`config.mk`:
```
export PLATFORM = sky130hd
export DESIGN_NAME = acgc_top
export DESIGN_NICKNAME = d
export VERILOG_FILES = /design/src/design/acgc_top.v /design/src/design/acgc_ratio_gen.v /design/src/design/acgc_pll_watchdog.v
export VERILOG_INCLUDE_DIRS = /design/src /design/src/pkg
export SDC_FILE = /design/constraint.sdc
export NUM_CORES = 1
export LEC_CHECK = 0
export BUFFER_PORTS_ARGS = -buffer_cell sky130_fd_sc_hd__buf_2
export CAP_MARGIN = 25
export CORE_AREA = 2 2 218 220
export DETAILED_ROUTE_END_ITERATION = 8
export DIE_AREA = 0 0 220 222
export HOLD_SLACK_MARGIN = 0.12
export SLEW_MARGIN = 10
export SYNTH_ARGS = -nofsm -noshare
export SYNTH_HDL_FRONTEND = slang
export SYNTH_SLANG_ARGS = --single-unit
```
`constraint.sdc`:
```
create_clock -name ref_clk_i -period 6.9 [get_ports ref_clk_i]
set_input_delay 0.345 -clock ref_clk_i [delete_from_list [all_inputs] [get_ports ref_clk_i]]
set_output_delay 0.345 -clock ref_clk_i [all_outputs]
set_load 0.02 [all_outputs]
```
`src/pkg/acgc_consts.vh`:
```
/*
 * Constants of the audio clock generator configuration block: register
 * indices, field positions, reset values, timing counts, bus answers.
 * Assumes it is included by bare name from the design files.
 */
`ifndef ACGC_CONSTS_VH
`define ACGC_CONSTS_VH

// Register indices; the byte address is four times the index
`define ACGC_IDX_WDOG 16'hf006
`define ACGC_IDX_G1_DEN 16'hf020
`define ACGC_IDX_G1_NUM 16'hf021
`define ACGC_IDX_G2_DEN 16'hf022
`define ACGC_IDX_G2_NUM 16'hf023
`define ACGC_IDX_G3_DEN 16'hf024
`define ACGC_IDX_G3_NUM 16'hf025
`define ACGC_IDX_G3_SRC 16'hf026
`define ACGC_IDX_STATUS 16'hf030
`define ACGC_ADDR_W 18

// Field widths
`define ACGC_NARROW_W 9
`define ACGC_WIDE_W 16
`define ACGC_SRC_W 5

// Reset values
`define ACGC_RST_WDOG 1'h1
`define ACGC_RST_G1_DEN 9'h006
`define ACGC_RST_G1_NUM 9'h001
`define ACGC_RST_G2_DEN 9'h009
`define ACGC_RST_G2_NUM 9'h001
`define ACGC_RST_G3_DEN 16'h0000
`define ACGC_RST_G3_NUM 16'h0000
`define ACGC_RST_G3_SRC 5'h0e

// Field positions
`define ACGC_WDOG_EN_BIT 0
`define ACGC_SRC_EXT_BIT 4
`define ACGC_SRC_PIN_MSB 3
`define ACGC_SRC_PIN_LSB 0
`define ACGC_SRC_SPDIF 4'he
`define ACGC_EXT_DIVISOR 16'h0400
`define ACGC_STAT_LOCK_BIT 0
`define ACGC_STAT_RECOV_BIT 1
`define ACGC_STAT_RETRY_LSB 8

// Timing: clock rate, PLL reset hold (least), lock wait
`define ACGC_CLK_MHZ 250
`define ACGC_PLL_HOLD_NS 1000
`define ACGC_PLL_HOLD_CYC ((`ACGC_PLL_HOLD_NS*`ACGC_CLK_MHZ+999)/1000)
`define ACGC_LOCK_WAIT_US 100
`define ACGC_LOCK_WAIT_CYC (`ACGC_LOCK_WAIT_US*`ACGC_CLK_MHZ)

// Bus answers
`define ACGC_RESP_OKAY 2'h0
`define ACGC_RESP_SLVERR 2'h2

`endif

```
`src/design/acgc_top.v`:
```
/*
 * Audio clock generator configuration: AXI4-Lite register file, PLL
 * watchdog and three fractional audio rate generators, the third with
 * a selectable reference.
 * Assumes all inputs are synchronous to ref_clk_i and that the PLL
 * itself, with its own settings, sits outside this block.
 */
`include "acgc_consts.vh"

module acgc_top #(
    parameter LOCK_WAIT_CYC = `ACGC_LOCK_WAIT_CYC
) (
    input wire ref_clk_i,
    input wire resetn_i,
    // AXI4-Lite write address channel
    input wire s_axi_awvalid_i,
    output wire s_axi_awready_o,
    input wire [`ACGC_ADDR_W-1:0] s_axi_awaddr_i,
    input wire [2:0] s_axi_awprot_i,
    // AXI4-Lite write data channel
    input wire s_axi_wvalid_i,
    output wire s_axi_wready_o,
    input wire [31:0] s_axi_wdata_i,
    input wire [3:0] s_axi_wstrb_i,
    // AXI4-Lite write response channel
    output reg s_axi_bvalid_o,
    input wire s_axi_bready_i,
    output reg [1:0] s_axi_bresp_o,
    // AXI4-Lite read address channel
    input wire s_axi_arvalid_i,
    output wire s_axi_arready_o,
    input wire [`ACGC_ADDR_W-1:0] s_axi_araddr_i,
    input wire [2:0] s_axi_arprot_i,
    // AXI4-Lite read data channel
    output reg s_axi_rvalid_o,
    input wire s_axi_rready_i,
    output reg [31:0] s_axi_rdata_o,
    output reg [1:0] s_axi_rresp_o,
    // PLL supervision
    input wire pll_run_i,
    input wire pll_lock_i,
    output wire pll_reset_o,
    // External references for generator 3
    input wire [15:0] multipurpose_pin_i,
    input wire spdif_ref_i,
    // Generator output rate enables, bit n for generator n+1
    output wire [2:0] gen_tick_o
);

    // Write side holding registers
    reg aw_hold_reg;            // Write address taken, not yet used
    reg [`ACGC_ADDR_W-1:0] aw_addr_reg;  // Held write address
    reg w_hold_reg;             // Write data taken, not yet used
    reg [15:0] w_data_reg;      // Held write data, low half only
    reg [1:0] w_strb_reg;       // Held strobes of the low half

    // Configuration registers
    reg wdog_en_reg;                          // Watchdog enable
    reg [`ACGC_NARROW_W-1:0] gen1_denominator;  // Generator 1 M
    reg [`ACGC_NARROW_W-1:0] gen1_numerator;    // Generator 1 N
    reg [`ACGC_NARROW_W-1:0] gen2_denominator;  // Generator 2 M
    reg [`ACGC_NARROW_W-1:0] gen2_numerator;    // Generator 2 N
    reg [`ACGC_WIDE_W-1:0] gen3_denominator;    // Generator 3 M
    reg [`ACGC_WIDE_W-1:0] gen3_numerator;      // Generator 3 N
    reg [`ACGC_SRC_W-1:0] gen3_src_reg;         // Generator 3 source

    // Reference edge detection
    reg ext_prev_reg;           // Selected reference, last cycle

    // Watchdog status
    wire wdog_recover;          // PLL held in reset by the watchdog
    wire [7:0] wdog_retry;      // Recovery count

    // Decode and combinational read data
    wire wr_go;                 // Address and data both held
    wire [15:0] wr_idx;         // Register index of the write
    wire [15:0] rd_idx;         // Register index of the read
    wire [15:0] wmask;          // Bit mask from the byte strobes
    reg wr_hit;                 // Write index is mapped
    reg rd_hit;                 // Read index is mapped
    reg [15:0] rd_data;         // Read value, reserved bits zero

    // Generator 3 reference selection
    wire gen3_ext;              // External reference selected
    wire [3:0] gen3_ref_pin_select;  // Which pin feeds it
    wire ext_level;             // Level of the selected reference
    wire ext_tick;              // Rising edge of that reference

    // Per generator numerators, denominators and reference ticks
    wire [3*`ACGC_WIDE_W-1:0] num_vec;
    wire [3*`ACGC_WIDE_W-1:0] den_vec;
    wire [2:0] ref_tick_vec;

    // Handshakes: take a channel only while its slot is free
    assign s_axi_awready_o = !aw_hold_reg && !s_axi_bvalid_o;
    assign s_axi_wready_o = !w_hold_reg && !s_axi_bvalid_o;
    assign s_axi_arready_o = !s_axi_rvalid_o;

    assign wr_go = aw_hold_reg && w_hold_reg && !s_axi_bvalid_o;
    assign wr_idx = aw_addr_reg[`ACGC_ADDR_W-1:2];
    assign rd_idx = s_axi_araddr_i[`ACGC_ADDR_W-1:2];
    assign wmask = {{8{w_strb_reg[1]}}, {8{w_strb_reg[0]}}};

    // Capture write address and write data in either order
    always @(posedge ref_clk_i) begin
        if (!resetn_i) begin
            aw_hold_reg <= 1'b0;
            aw_addr_reg <= {`ACGC_ADDR_W{1'b0}};
            w_hold_reg <= 1'b0;
            w_data_reg <= 16'h0000;
            w_strb_reg <= 2'h0;
        end else begin
            if (s_axi_awvalid_i && s_axi_awready_o) begin
                // Address taken and held until the write is done
                aw_hold_reg <= 1'b1;
                aw_addr_reg <= s_axi_awaddr_i;
            end else if (wr_go) begin
                aw_hold_reg <= 1'b0;
            end
            if (s_axi_wvalid_i && s_axi_wready_o) begin
                // Only the low half word holds register bits
                w_hold_reg <= 1'b1;
                w_data_reg <= s_axi_wdata_i[15:0];
                w_strb_reg <= s_axi_wstrb_i[1:0];
            end else if (wr_go) begin
                w_hold_reg <= 1'b0;
            end
        end
    end

    // Write index decode
    always @* begin
        case (wr_idx)
            `ACGC_IDX_WDOG,
            `ACGC_IDX_G1_DEN,
            `ACGC_IDX_G1_NUM,
            `ACGC_IDX_G2_DEN,
            `ACGC_IDX_G2_NUM,
            `ACGC_IDX_G3_DEN,
            `ACGC_IDX_G3_NUM,
            `ACGC_IDX_G3_SRC,
            `ACGC_IDX_STATUS: wr_hit = 1'b1;
            default: wr_hit = 1'b0;
        endcase
    end

    // Register writes; reserved bits are simply not stored
    always @(posedge ref_clk_i) begin
        if (!resetn_i) begin
            wdog_en_reg <= `ACGC_RST_WDOG;
            gen1_denominator <= `ACGC_RST_G1_DEN;
            gen1_numerator <= `ACGC_RST_G1_NUM;
            gen2_denominator <= `ACGC_RST_G2_DEN;
            gen2_numerator <= `ACGC_RST_G2_NUM;
            gen3_denominator <= `ACGC_RST_G3_DEN;
            gen3_numerator <= `ACGC_RST_G3_NUM;
            gen3_src_reg <= `ACGC_RST_G3_SRC;
        end else if (wr_go) begin
            case (wr_idx)
                `ACGC_IDX_WDOG: begin
                    // Bit 0 enables supervision
                    if (w_strb_reg[0]) begin
                        wdog_en_reg <= w_data_reg[`ACGC_WDOG_EN_BIT];
                    end
                end
                `ACGC_IDX_G1_DEN: begin
                    gen1_denominator <= (gen1_denominator & ~wmask[8:0])
                        | (w_data_reg[8:0] & wmask[8:0]);
                end
                `ACGC_IDX_G1_NUM: begin
                    gen1_numerator <= (gen1_numerator & ~wmask[8:0])
                        | (w_data_reg[8:0] & wmask[8:0]);
                end
                `ACGC_IDX_G2_DEN: begin
                    gen2_denominator <= (gen2_denominator & ~wmask[8:0])
                        | (w_data_reg[8:0] & wmask[8:0]);
                end
                `ACGC_IDX_G2_NUM: begin
                    gen2_numerator <= (gen2_numerator & ~wmask[8:0])
                        | (w_data_reg[8:0] & wmask[8:0]);
                end
                `ACGC_IDX_G3_DEN: begin
                    gen3_denominator <= (gen3_denominator & ~wmask)
                        | (w_data_reg & wmask);
                end
                `ACGC_IDX_G3_NUM: begin
                    gen3_numerator <= (gen3_numerator & ~wmask)
                        | (w_data_reg & wmask);
                end
                `ACGC_IDX_G3_SRC: begin
                    // Bits 15:5 are dropped
                    gen3_src_reg <= (gen3_src_reg & ~wmask[4:0])
                        | (w_data_reg[4:0] & wmask[4:0]);
                end
                default: begin
                    // Status and unmapped writes change nothing
                end
            endcase
        end
    end

    // Write response: one cycle after both halves are held
    always @(posedge ref_clk_i) begin
        if (!resetn_i) begin
            s_axi_bvalid_o <= 1'b0;
            s_axi_bresp_o <= `ACGC_RESP_OKAY;
        end else if (wr_go) begin
            s_axi_bvalid_o <= 1'b1;
            s_axi_bresp_o <= wr_hit ? `ACGC_RESP_OKAY : `ACGC_RESP_SLVERR;
        end else if (s_axi_bready_i) begin
            // Response held until the master takes it
            s_axi_bvalid_o <= 1'b0;
        end
    end

    // Read mux; every unused bit reads as zero
    always @* begin
        rd_hit = 1'b1;
        rd_data = 16'h0000;
        case (rd_idx)
            `ACGC_IDX_WDOG: rd_data[`ACGC_WDOG_EN_BIT] = wdog_en_reg;
            `ACGC_IDX_G1_DEN: rd_data[8:0] = gen1_denominator;
            `ACGC_IDX_G1_NUM: rd_data[8:0] = gen1_numerator;
            `ACGC_IDX_G2_DEN: rd_data[8:0] = gen2_denominator;
            `ACGC_IDX_G2_NUM: rd_data[8:0] = gen2_numerator;
            `ACGC_IDX_G3_DEN: rd_data = gen3_denominator;
            `ACGC_IDX_G3_NUM: rd_data = gen3_numerator;
            `ACGC_IDX_G3_SRC: rd_data[4:0] = gen3_src_reg;
            `ACGC_IDX_STATUS: begin
                // Live watchdog view for software
                rd_data[`ACGC_STAT_LOCK_BIT] = pll_lock_i;
                rd_data[`ACGC_STAT_RECOV_BIT] = wdog_recover;
                rd_data[15:`ACGC_STAT_RETRY_LSB] = wdog_retry;
            end
            default: begin
                // Unmapped: zero data, error answer
                rd_hit = 1'b0;
            end
        endcase
    end

    // Read channel: data one cycle after the address is taken
    always @(posedge ref_clk_i) begin
        if (!resetn_i) begin
            s_axi_rvalid_o <= 1'b0;
            s_axi_rdata_o <= 32'h00000000;
            s_axi_rresp_o <= `ACGC_RESP_OKAY;
        end else if (s_axi_arvalid_i && s_axi_arready_o) begin
            s_axi_rvalid_o <= 1'b1;
            s_axi_rdata_o <= {16'h0000, rd_data};
            s_axi_rresp_o <= rd_hit ? `ACGC_RESP_OKAY : `ACGC_RESP_SLVERR;
        end else if (s_axi_rready_i) begin
            // Data held until the master takes it
            s_axi_rvalid_o <= 1'b0;
        end
    end

    // Generator 3 reference: PLL, a multipurpose pin or S/PDIF
    assign gen3_ext = gen3_src_reg[`ACGC_SRC_EXT_BIT];
    assign gen3_ref_pin_select =
        gen3_src_reg[`ACGC_SRC_PIN_MSB:`ACGC_SRC_PIN_LSB];
    // Code 0xE takes the S/PDIF receiver
    assign ext_level = (gen3_ref_pin_select == `ACGC_SRC_SPDIF)
        ? spdif_ref_i : multipurpose_pin_i[gen3_ref_pin_select];
    // One tick per rising edge; duty cycle left to the source
    assign ext_tick = ext_level && !ext_prev_reg;

    // Remember the selected reference level for edge detection
    always @(posedge ref_clk_i) begin
        if (!resetn_i) begin
            ext_prev_reg <= 1'b0;
        end else begin
            ext_prev_reg <= ext_level;
        end
    end

    // Generators 1 and 2 always run from the PLL clock
    assign num_vec[15:0] = {7'h00, gen1_numerator};
    assign den_vec[15:0] = {7'h00, gen1_denominator};
    assign num_vec[31:16] = {7'h00, gen2_numerator};
    assign den_vec[31:16] = {7'h00, gen2_denominator};
    assign num_vec[47:32] = gen3_numerator;
    // External reference divides by 1024 and ignores M
    assign den_vec[47:32] = gen3_ext ? `ACGC_EXT_DIVISOR
        : gen3_denominator;
    assign ref_tick_vec[1:0] = 2'h3;
    assign ref_tick_vec[2] = gen3_ext ? ext_tick : 1'b1;

    // Output rate = reference rate * N / M
    genvar gi;
    generate
        for (gi = 0; gi < 3; gi = gi + 1) begin : g_gen
            acgc_ratio_gen #(
                .W(`ACGC_WIDE_W)
            ) u_ratio (
                .ref_clk_i(ref_clk_i),
                .resetn_i(resetn_i),
                .ref_tick_i(ref_tick_vec[gi]),
                .num_i(num_vec[gi*16+15:gi*16]),
                .den_i(den_vec[gi*16+15:gi*16]),
                .tick_o(gen_tick_o[gi])
            );
        end
    endgenerate

    // Watchdog: resets the PLL core only; all settings stay put
    acgc_pll_watchdog #(
        .LOCK_WAIT_CYC(LOCK_WAIT_CYC),
        .HOLD_CYC(`ACGC_PLL_HOLD_CYC)
    ) u_wdog (
        .ref_clk_i(ref_clk_i),
        .resetn_i(resetn_i),
        .enable_i(wdog_en_reg),
        .pll_run_i(pll_run_i),
        .pll_lock_i(pll_lock_i),
        .pll_reset_o(pll_reset_o),
        .recovering_o(wdog_recover),
        .retry_o(wdog_retry)
    );

endmodule // acgc_top

```
`src/design/acgc_ratio_gen.v`:
```
/*
 * Fractional rate generator: emits enable pulses at the reference
 * tick rate times num_i / den_i, by a phase accumulator.
 * Assumes one clock and a synchronous active-low reset.
 */
`include "acgc_consts.vh"

module acgc_ratio_gen #(
    parameter W = 16
) (
    input wire ref_clk_i,
    input wire resetn_i,
    input wire ref_tick_i,     // One reference period has passed
    input wire [W-1:0] num_i,  // Numerator N
    input wire [W-1:0] den_i,  // Denominator M
    output reg tick_o          // One output period has passed
);

    reg [W:0] acc_reg;    // Phase accumulator
    reg [W:0] acc_next;   // Next accumulator value
    reg tick_next;        // Next output pulse
    reg [W+1:0] sum;      // Accumulator plus numerator
    reg [W+1:0] rem;      // Sum less one denominator

    // Add N per reference tick, take M away per output pulse
    always @* begin
        sum = {1'b0, acc_reg} + (ref_tick_i ? {2'h0, num_i} : {(W+2){1'b0}});
        rem = sum - {2'h0, den_i};
        acc_next = sum[W:0];
        tick_next = 1'b0;
        if (den_i == {W{1'b0}}) begin
            // Zero denominator: generator stands still
            acc_next = {(W+1){1'b0}};
        end else if (sum >= {2'h0, den_i}) begin
            // One pulse per clock at most; excess phase saturates
            tick_next = 1'b1;
            acc_next = rem[W+1] ? {(W+1){1'b1}} : rem[W:0];
        end
    end

    // Accumulator and output flip-flops
    always @(posedge ref_clk_i) begin
        if (!resetn_i) begin
            acc_reg <= {(W+1){1'b0}};
            tick_o <= 1'b0;
        end else begin
            acc_reg <= acc_next;
            tick_o <= tick_next;
        end
    end

endmodule // acgc_ratio_gen

```
`src/design/acgc_pll_watchdog.v`:
```
/*
 * PLL watchdog: watches the lock flag, pulses the PLL reset when lock
 * is lost or never comes, then lets the PLL lock again.
 * Assumes the PLL keeps its settings across its own reset.
 */
`include "acgc_consts.vh"

module acgc_pll_watchdog #(
    parameter LOCK_WAIT_CYC = `ACGC_LOCK_WAIT_CYC,
    parameter HOLD_CYC = `ACGC_PLL_HOLD_CYC
) (
    input wire ref_clk_i,
    input wire resetn_i,
    input wire enable_i,        // Supervision enabled
    input wire pll_run_i,       // PLL is switched on
    input wire pll_lock_i,      // PLL reports lock
    output reg pll_reset_o,     // Reset to the PLL core
    output reg recovering_o,    // Watchdog is recovering the PLL
    output reg [7:0] retry_o    // Recoveries so far, saturating
);

    localparam ST_IDLE = 2'h0;     // Not supervising
    localparam ST_ACQUIRE = 2'h1;  // Waiting for lock
    localparam ST_LOCKED = 2'h2;   // Lock held
    localparam ST_RECOVER = 2'h3;  // Holding the PLL in reset

    reg [1:0] state_reg;   // Current state
    reg [1:0] state_next;  // Next state
    reg [31:0] cnt_reg;    // Cycle counter of the current state
    reg [31:0] cnt_next;   // Next counter value
    reg bump;              // A recovery starts this cycle

    // Next state: unstable means lock lost or lock overdue
    always @* begin
        state_next = state_reg;
        cnt_next = cnt_reg + 32'h1;
        bump = 1'b0;
        case (state_reg)
            ST_IDLE: begin
                cnt_next = 32'h0;
                if (enable_i && pll_run_i) begin
                    state_next = ST_ACQUIRE;
                end
            end
            ST_ACQUIRE: begin
                if (pll_lock_i) begin
                    state_next = ST_LOCKED;
                end else if (cnt_reg == LOCK_WAIT_CYC - 1) begin
                    state_next = ST_RECOVER;
                    cnt_next = 32'h0;
                    bump = 1'b1;
                end
            end
            ST_LOCKED: begin
                cnt_next = 32'h0;
                if (!pll_lock_i) begin
                    state_next = ST_RECOVER;
                    bump = 1'b1;
                end
            end
            ST_RECOVER: begin
                if (cnt_reg == HOLD_CYC - 1) begin
                    // Release and lock again as before
                    state_next = ST_ACQUIRE;
                    cnt_next = 32'h0;
                end
            end
            default: begin
                state_next = ST_IDLE;
            end
        endcase
        // Disabled or PLL off: supervision stops at once
        if (!enable_i || !pll_run_i) begin
            state_next = ST_IDLE;
            cnt_next = 32'h0;
            bump = 1'b0;
        end
    end

    // State, counter and registered outputs
    always @(posedge ref_clk_i) begin
        if (!resetn_i) begin
            state_reg <= ST_IDLE;
            cnt_reg <= 32'h0;
            pll_reset_o <= 1'b0;
            recovering_o <= 1'b0;
            retry_o <= 8'h00;
        end else begin
            state_reg <= state_next;
            cnt_reg <= cnt_next;
            pll_reset_o <= (state_next == ST_RECOVER);
            recovering_o <= (state_next == ST_RECOVER);
            if (bump && retry_o != 8'hff) begin
                retry_o <= retry_o + 8'h01;
            end
        end
    end

endmodule // acgc_pll_watchdog

```
=== Word-level counts from Yosys, hierarchy flattened ===
Index checks and enable logic that the tools add are counted.

* Register bits after elaboration: 232
* Output and inout port bits: 45
* Input bits: 104
* Logic and storage cells: 177

* Bitwise gates (word level): 21
* $add $sub $neg: 8
* Equality and inequality tests: 26
* Mux-type cells: 48
* $lt $le $gt $ge: 4
* Reduce and logical (&&, ||, !) cells: 41

{| class="wikitable"
|+ Operators with widths
! cell !! count
|-
| 16-bit equality test (second input constant) || 18
|-
| 17-bit two-way mux || 6
|-
| 32-bit two-way mux || 3
|-
| 32-bit case mux with 3 select lines || 1
|-
| 16-bit AND || 3
|-
| 16-bit zero test || 3
|-
| 9-bit AND || 5
|-
| 17-bit by 9-bit adder with 18-bit output || 2
|-
| 18-bit by 9-bit >= comparator with 1-bit output || 2
|-
| 9-bit bitwise OR || 4
|-
| 18-bit by 9-bit subtractor with 18-bit output || 2
|-
| 32-bit by 1-bit adder with 32-bit output (second input constant) || 1
|-
| 32-bit by 15-bit equality test with 1-bit output (second input constant) || 1
|-
| 32-bit by 8-bit equality test with 1-bit output (second input constant) || 1
|-
| 16-bit two-way mux || 2
|-
| 16-bit bitwise OR || 2
|-
| 3-bit case mux with 7 select lines || 1
|-
| 7-bit case mux with 3 select lines || 1
|-
| 1-bit two-way mux || 19
|-
| 17-bit by 18-bit adder with 18-bit output || 1
|-
| 18-bit by 16-bit >= comparator with 1-bit output || 1
|-
| 3-bit case mux with 6 select lines || 1
|-
| 9-bit OR reduction || 2
|-
| 18-bit by 16-bit subtractor with 18-bit output || 1
|-
| 27 further kinds || 65
|}

=== Depth between registers and ports, before layout ===
* Depth after elaboration: 10
* Depth in mapped cells: 26
* Mapped depth without buffers: 24

=== By module ===
Synthesis repeated with hierarchy kept, for this count alone.

* Cell total of the unflattened synthesis: 1927
* Area total of the unflattened synthesis: 16220.6 um^2

{| class="wikitable"
|+ Modules (own cells, without submodules)
! module !! instances !! area each (um^2) !! seq. area each (um^2) !! cells an instance
|-
| acgc_top || 1 || 6137.1 || 2622.5 || 677
|-
| acgc_ratio_gen (g_gen[0].u_ratio ...) || 2 || 2675.1 || 360.3 || 340
|-
| acgc_ratio_gen (g_gen[2].u_ratio) || 1 || 2558.7 || 360.3 || 317
|-
| acgc_pll_watchdog || 1 || 2174.6 || 860.8 || 253
|}

=== Worst setup path before layout ===
OpenSTA, ideal clock, no wires.

* Path type: register to register
* Start point: reg with a tool-made name
* End point: reg g_gen[2].u_ratio.acc_reg[10]
* Library setup time: 0.070 ns
* Path buffers: 3
* Period minus slack after synthesis: 5.707 ns
* Path slack: 1.193 ns
* Arrival: 5.637 ns
* Required time: 6.830 ns
* Stages on the path, launching flop included: 24
* Cell sequence: dfxtp_1 clkbuf_1 mux4_2 mux4_2 a21oi_1 clkbuf_1 nor2b_1 ha_1 a211oi_1 o21ai_0 and4_1 or2_2 xor2_1 ha_1 a21o_1 a21o_1 a21o_1 o2bb2ai_1 a311o_1 nand2_1 a31oi_1 mux2_2 clkbuf_1 a21oi_1

{| class="wikitable"
|+ RTL lines
! element !! line !! source
|-
| end signal, assigned || acgc_ratio_gen.v:44 || <nowiki>acc_reg <= {(W+1){1'b0}};</nowiki>
|-
| end signal, assigned || acgc_ratio_gen.v:47 || <nowiki>acc_reg <= acc_next;</nowiki>
|-
| end, declared || acgc_ratio_gen.v:19 || <nowiki>reg [W:0] acc_reg;</nowiki>
|}

==> flow_summary_export.csv <==
group,metric,value,unit
outcome,status,"finished, final reports clean",
clock_tree,cts.path.max_buffers,3,
timing,grt_setup_unrepaired,"false",
min_path,hold_class,"input pin to flip-flop",
power,ir_worst_vdd,185.0,uV
clock_tree,postCtsSetupBuffers,0,
timing,min_period,6.265,ns
die,die_w,220,microns
synth,syn_area,13850,sq um
die,io_pins,149,
power,powerDensity,273.0,nW/um^2
detailed_routing,wl_per_cell,16.19,microns
placed_design,dp_cells,2308,
timing,setup_tns,0,ns
final_layout,fin_nets,1956,
clock_tree,clock-root-buffer,"clkbuf_16",
detailed_routing,avgViaCountPerCell,5.115,
clock_tree,cts_made_buffers,27,
final_layout,layout-drive-gt1-share,0.1079,
final_layout,syn_to_final_growth,17.21,%
timing,maxSlewViolCount,0,
setup_path,cp.arrival,6.71,ns
die,row_count,79,
clock_tree,cts_tree,"built",
final_layout,final_common_cell,"dfxtp_1",
timing,setup_viol,0,
die,start_util,0.2994,
final_layout,final_cell_mix,"dfxtp_1 (228), nand2_1 (189), nor2_1 (130)",
synth,synth-main-ff-cell,"dfxtp_1",
global_routing,grt_pass1_vias,11900,
detailed_routing,drt_wl_total,38800,microns
timing,maxSlewHeadroom,0.3313,
synth,avgSynthCellArea,8.394,sq um
die,core,46260,sq um
setup_path,crit_type,"flip-flop to flip-flop",
detailed_routing,drtAntennaViolNets,0,
detailed_routing,drt_iter0_drc,817,
synth,synthMuxAreaShare,0.06341,
clock_tree,h-tree-depth,1,
synth,synthesis.instances,1650,
global_routing,overflow,0,
min_path,holdPathStages,3,
placed_design,routabilityCongestion,0.8324,
power,cellLeakagePower,6.580,nW
flow_run,drv_cap,0,
clock_tree,clkTransAtPathRegs,0.06,ns
timing,hold_viol,0,
global_routing,grt_pass1_wl,62210,microns
global_routing,grt.total_usage,0.1554,
synth,ys_ff_latch,228,
die,die-area,48840,sq um
synth,synth_compound_area_frac,0.1886,
detailed_routing,drc,0,
placed_design,io_buffers,101,
placed_design,dpl.hpwl,28640,microns
global_routing,antenna_found_initial,1,
global_routing,grt_max_degree,76,
synth,async_flop_share,0,
detailed_routing,drt-pass1-iter-count,5,
synth,synth-xor-area-share,0.06947,
setup_path,cp.required,7.34,ns
setup_path,endpoint_kind,"flip-flop",
clock_tree,cts_resized,0,
timing,fin_worst_skew,0.02371,ns
detailed_routing,num_vias,12260,
synth,synth_top_family_by_area,"simple AND/OR/NAND/NOR gates",
clock_tree,hold_buffers,38,
synth,synth.distinct_cells,88,
clock_tree,cts_sinks,228,
synth,yosysWarnings,0,
synth,synth-simple-area-share,0.2299,
setup_path,worst-path-max-fanout,15,
synth,synth_edf_count,0,
timing,tightest_slew,1.003,ns
clock_tree,clk_latency,0.57,ns
timing,fmax,159.6,MHz
timing,period_share,0.9080,
setup_path,cp-start-kind,"flip-flop",
final_layout,fin_cells,2396,
setup_path,worstRegToRegCells,22,
die,dieHeight,222,microns
synth,synth_adder_area_share,0.07733,
synth,ys_seq_area_frac,0.3295,
synthesized netlist by cell type (25+ instances only):
cell type | number | area, sq um
clkbuf_1 | 49 | 183.9
nor2b_1 | 92 | 575.6
nand2_1 | 189 | 709.4
inv_1 | 51 | 191.4
dfxtp_1 | 228 | 4564
nand3_1 | 38 | 190.2
ha_1 | 76 | 950.9
nor2_1 | 130 | 488.0
mux2i_1 | 72 | 720.7
nor3_1 | 25 | 125.1
nand2b_1 | 26 | 162.7
xnor2_1 | 59 | 516.8
a21boi_0 | 43 | 322.8
a21oi_1 | 84 | 420.4
xor2_1 | 49 | 429.2
o21ai_0 | 90 | 450.4
final cells by class:
class                   count  area (sq um)
inverters                  51         191.4
flip-flops and latches    228          4564
multi-input cells        1310          8791
repair buffers            152         992.2
diodes                      1         2.502
clock buffers              36         749.5
fillers                  4800         30030
clock inverters            11         183.9
well taps                 607         759.5
logic make-up after synthesis:
kind of cell	after synthesis
AOI/OAI and AO/OA	389
xor gates and xnor gates	109
adders and majority gates	82
buffers and inverters	129
DFF	228
muxes	80
other	1
and+or+nand+nor	632
stage by stage:
step | worst slack, ns | utilization | area [sq um] | total power [mW] | hold WS, ns
6_report | 0.6349 | 0.3509 | 16230 | 4.432 | 0.2012
3_3_place_gp | 0.7374 | 0.3214 | 14870 | 2.879 | 0.4470
4_1_cts | 0.6206 | 0.3506 | 16220 | 4.459 | 0.1750
2_1_floorplan | 1.193 | - | 13910 | 2.644 | 0.4337
5_1_grt | 0.2160 | 0.3509 | 16230 | 4.708 | 0.2182
3_5_place_dp | 0.6790 | 0.3222 | 14900 | 2.912 | 0.4572
path summary, 6_finish.rpt:
check	from	endpoint	slack (ns)
min	pll_lock_i	u_wdog.state_reg[1]$_SDFF_PN0_	0.20
max	flip-flop	g_gen[2].u_ratio.acc_reg[16]$_SDFF_PP0_	0.63
max reg2reg	flip-flop	g_gen[2].u_ratio.acc_reg[16]$_SDFF_PP0_	0.63
min reg2reg	aw_addr_reg[9]$_SDFFE_PN0P_	aw_addr_reg[9]$_SDFFE_PN0P_	0.46
critical path, stage by stage, from the launching register on:
cell and delay (ns):
dfxtp_1 0.63, mux4_2 0.59, mux4_2 0.51, a21oi_1 0.19, buf_4 0.24, nor2b_1 0.08, ha_1 0.22, a211oi_1 0.37
o21ai_0 0.23, and4_1 0.26, or2_2 0.32, xor2_1 0.28, ha_1 0.31, a21o_1 0.17, a21o_1 0.17, a21o_1 0.18
o2bb2ai_1 0.12, a311o_1 0.32, nand2_1 0.11, nand4b_1 0.28, buf_4 0.29, and2_1 0.17, a21boi_0 0.11
where the power goes:
part | leakage (nW) | switching (mW) | total, mW | internal [mW]
Clock | 0.460 | 0.599 | 1.51 | 0.916
Sequential | 1.85 | 0.0972 | 1.52 | 1.43
Combinational | 4.27 | 0.795 | 1.39 | 0.598
metal layers:
layer  track usage  routed length, microns
met5             0                       0
met4       0.04698                     923
met3       0.02099                    1942
met2        0.2580                   18000
met1        0.2080                   17940
Note: power is estimated with default switching activity, not from simulation.
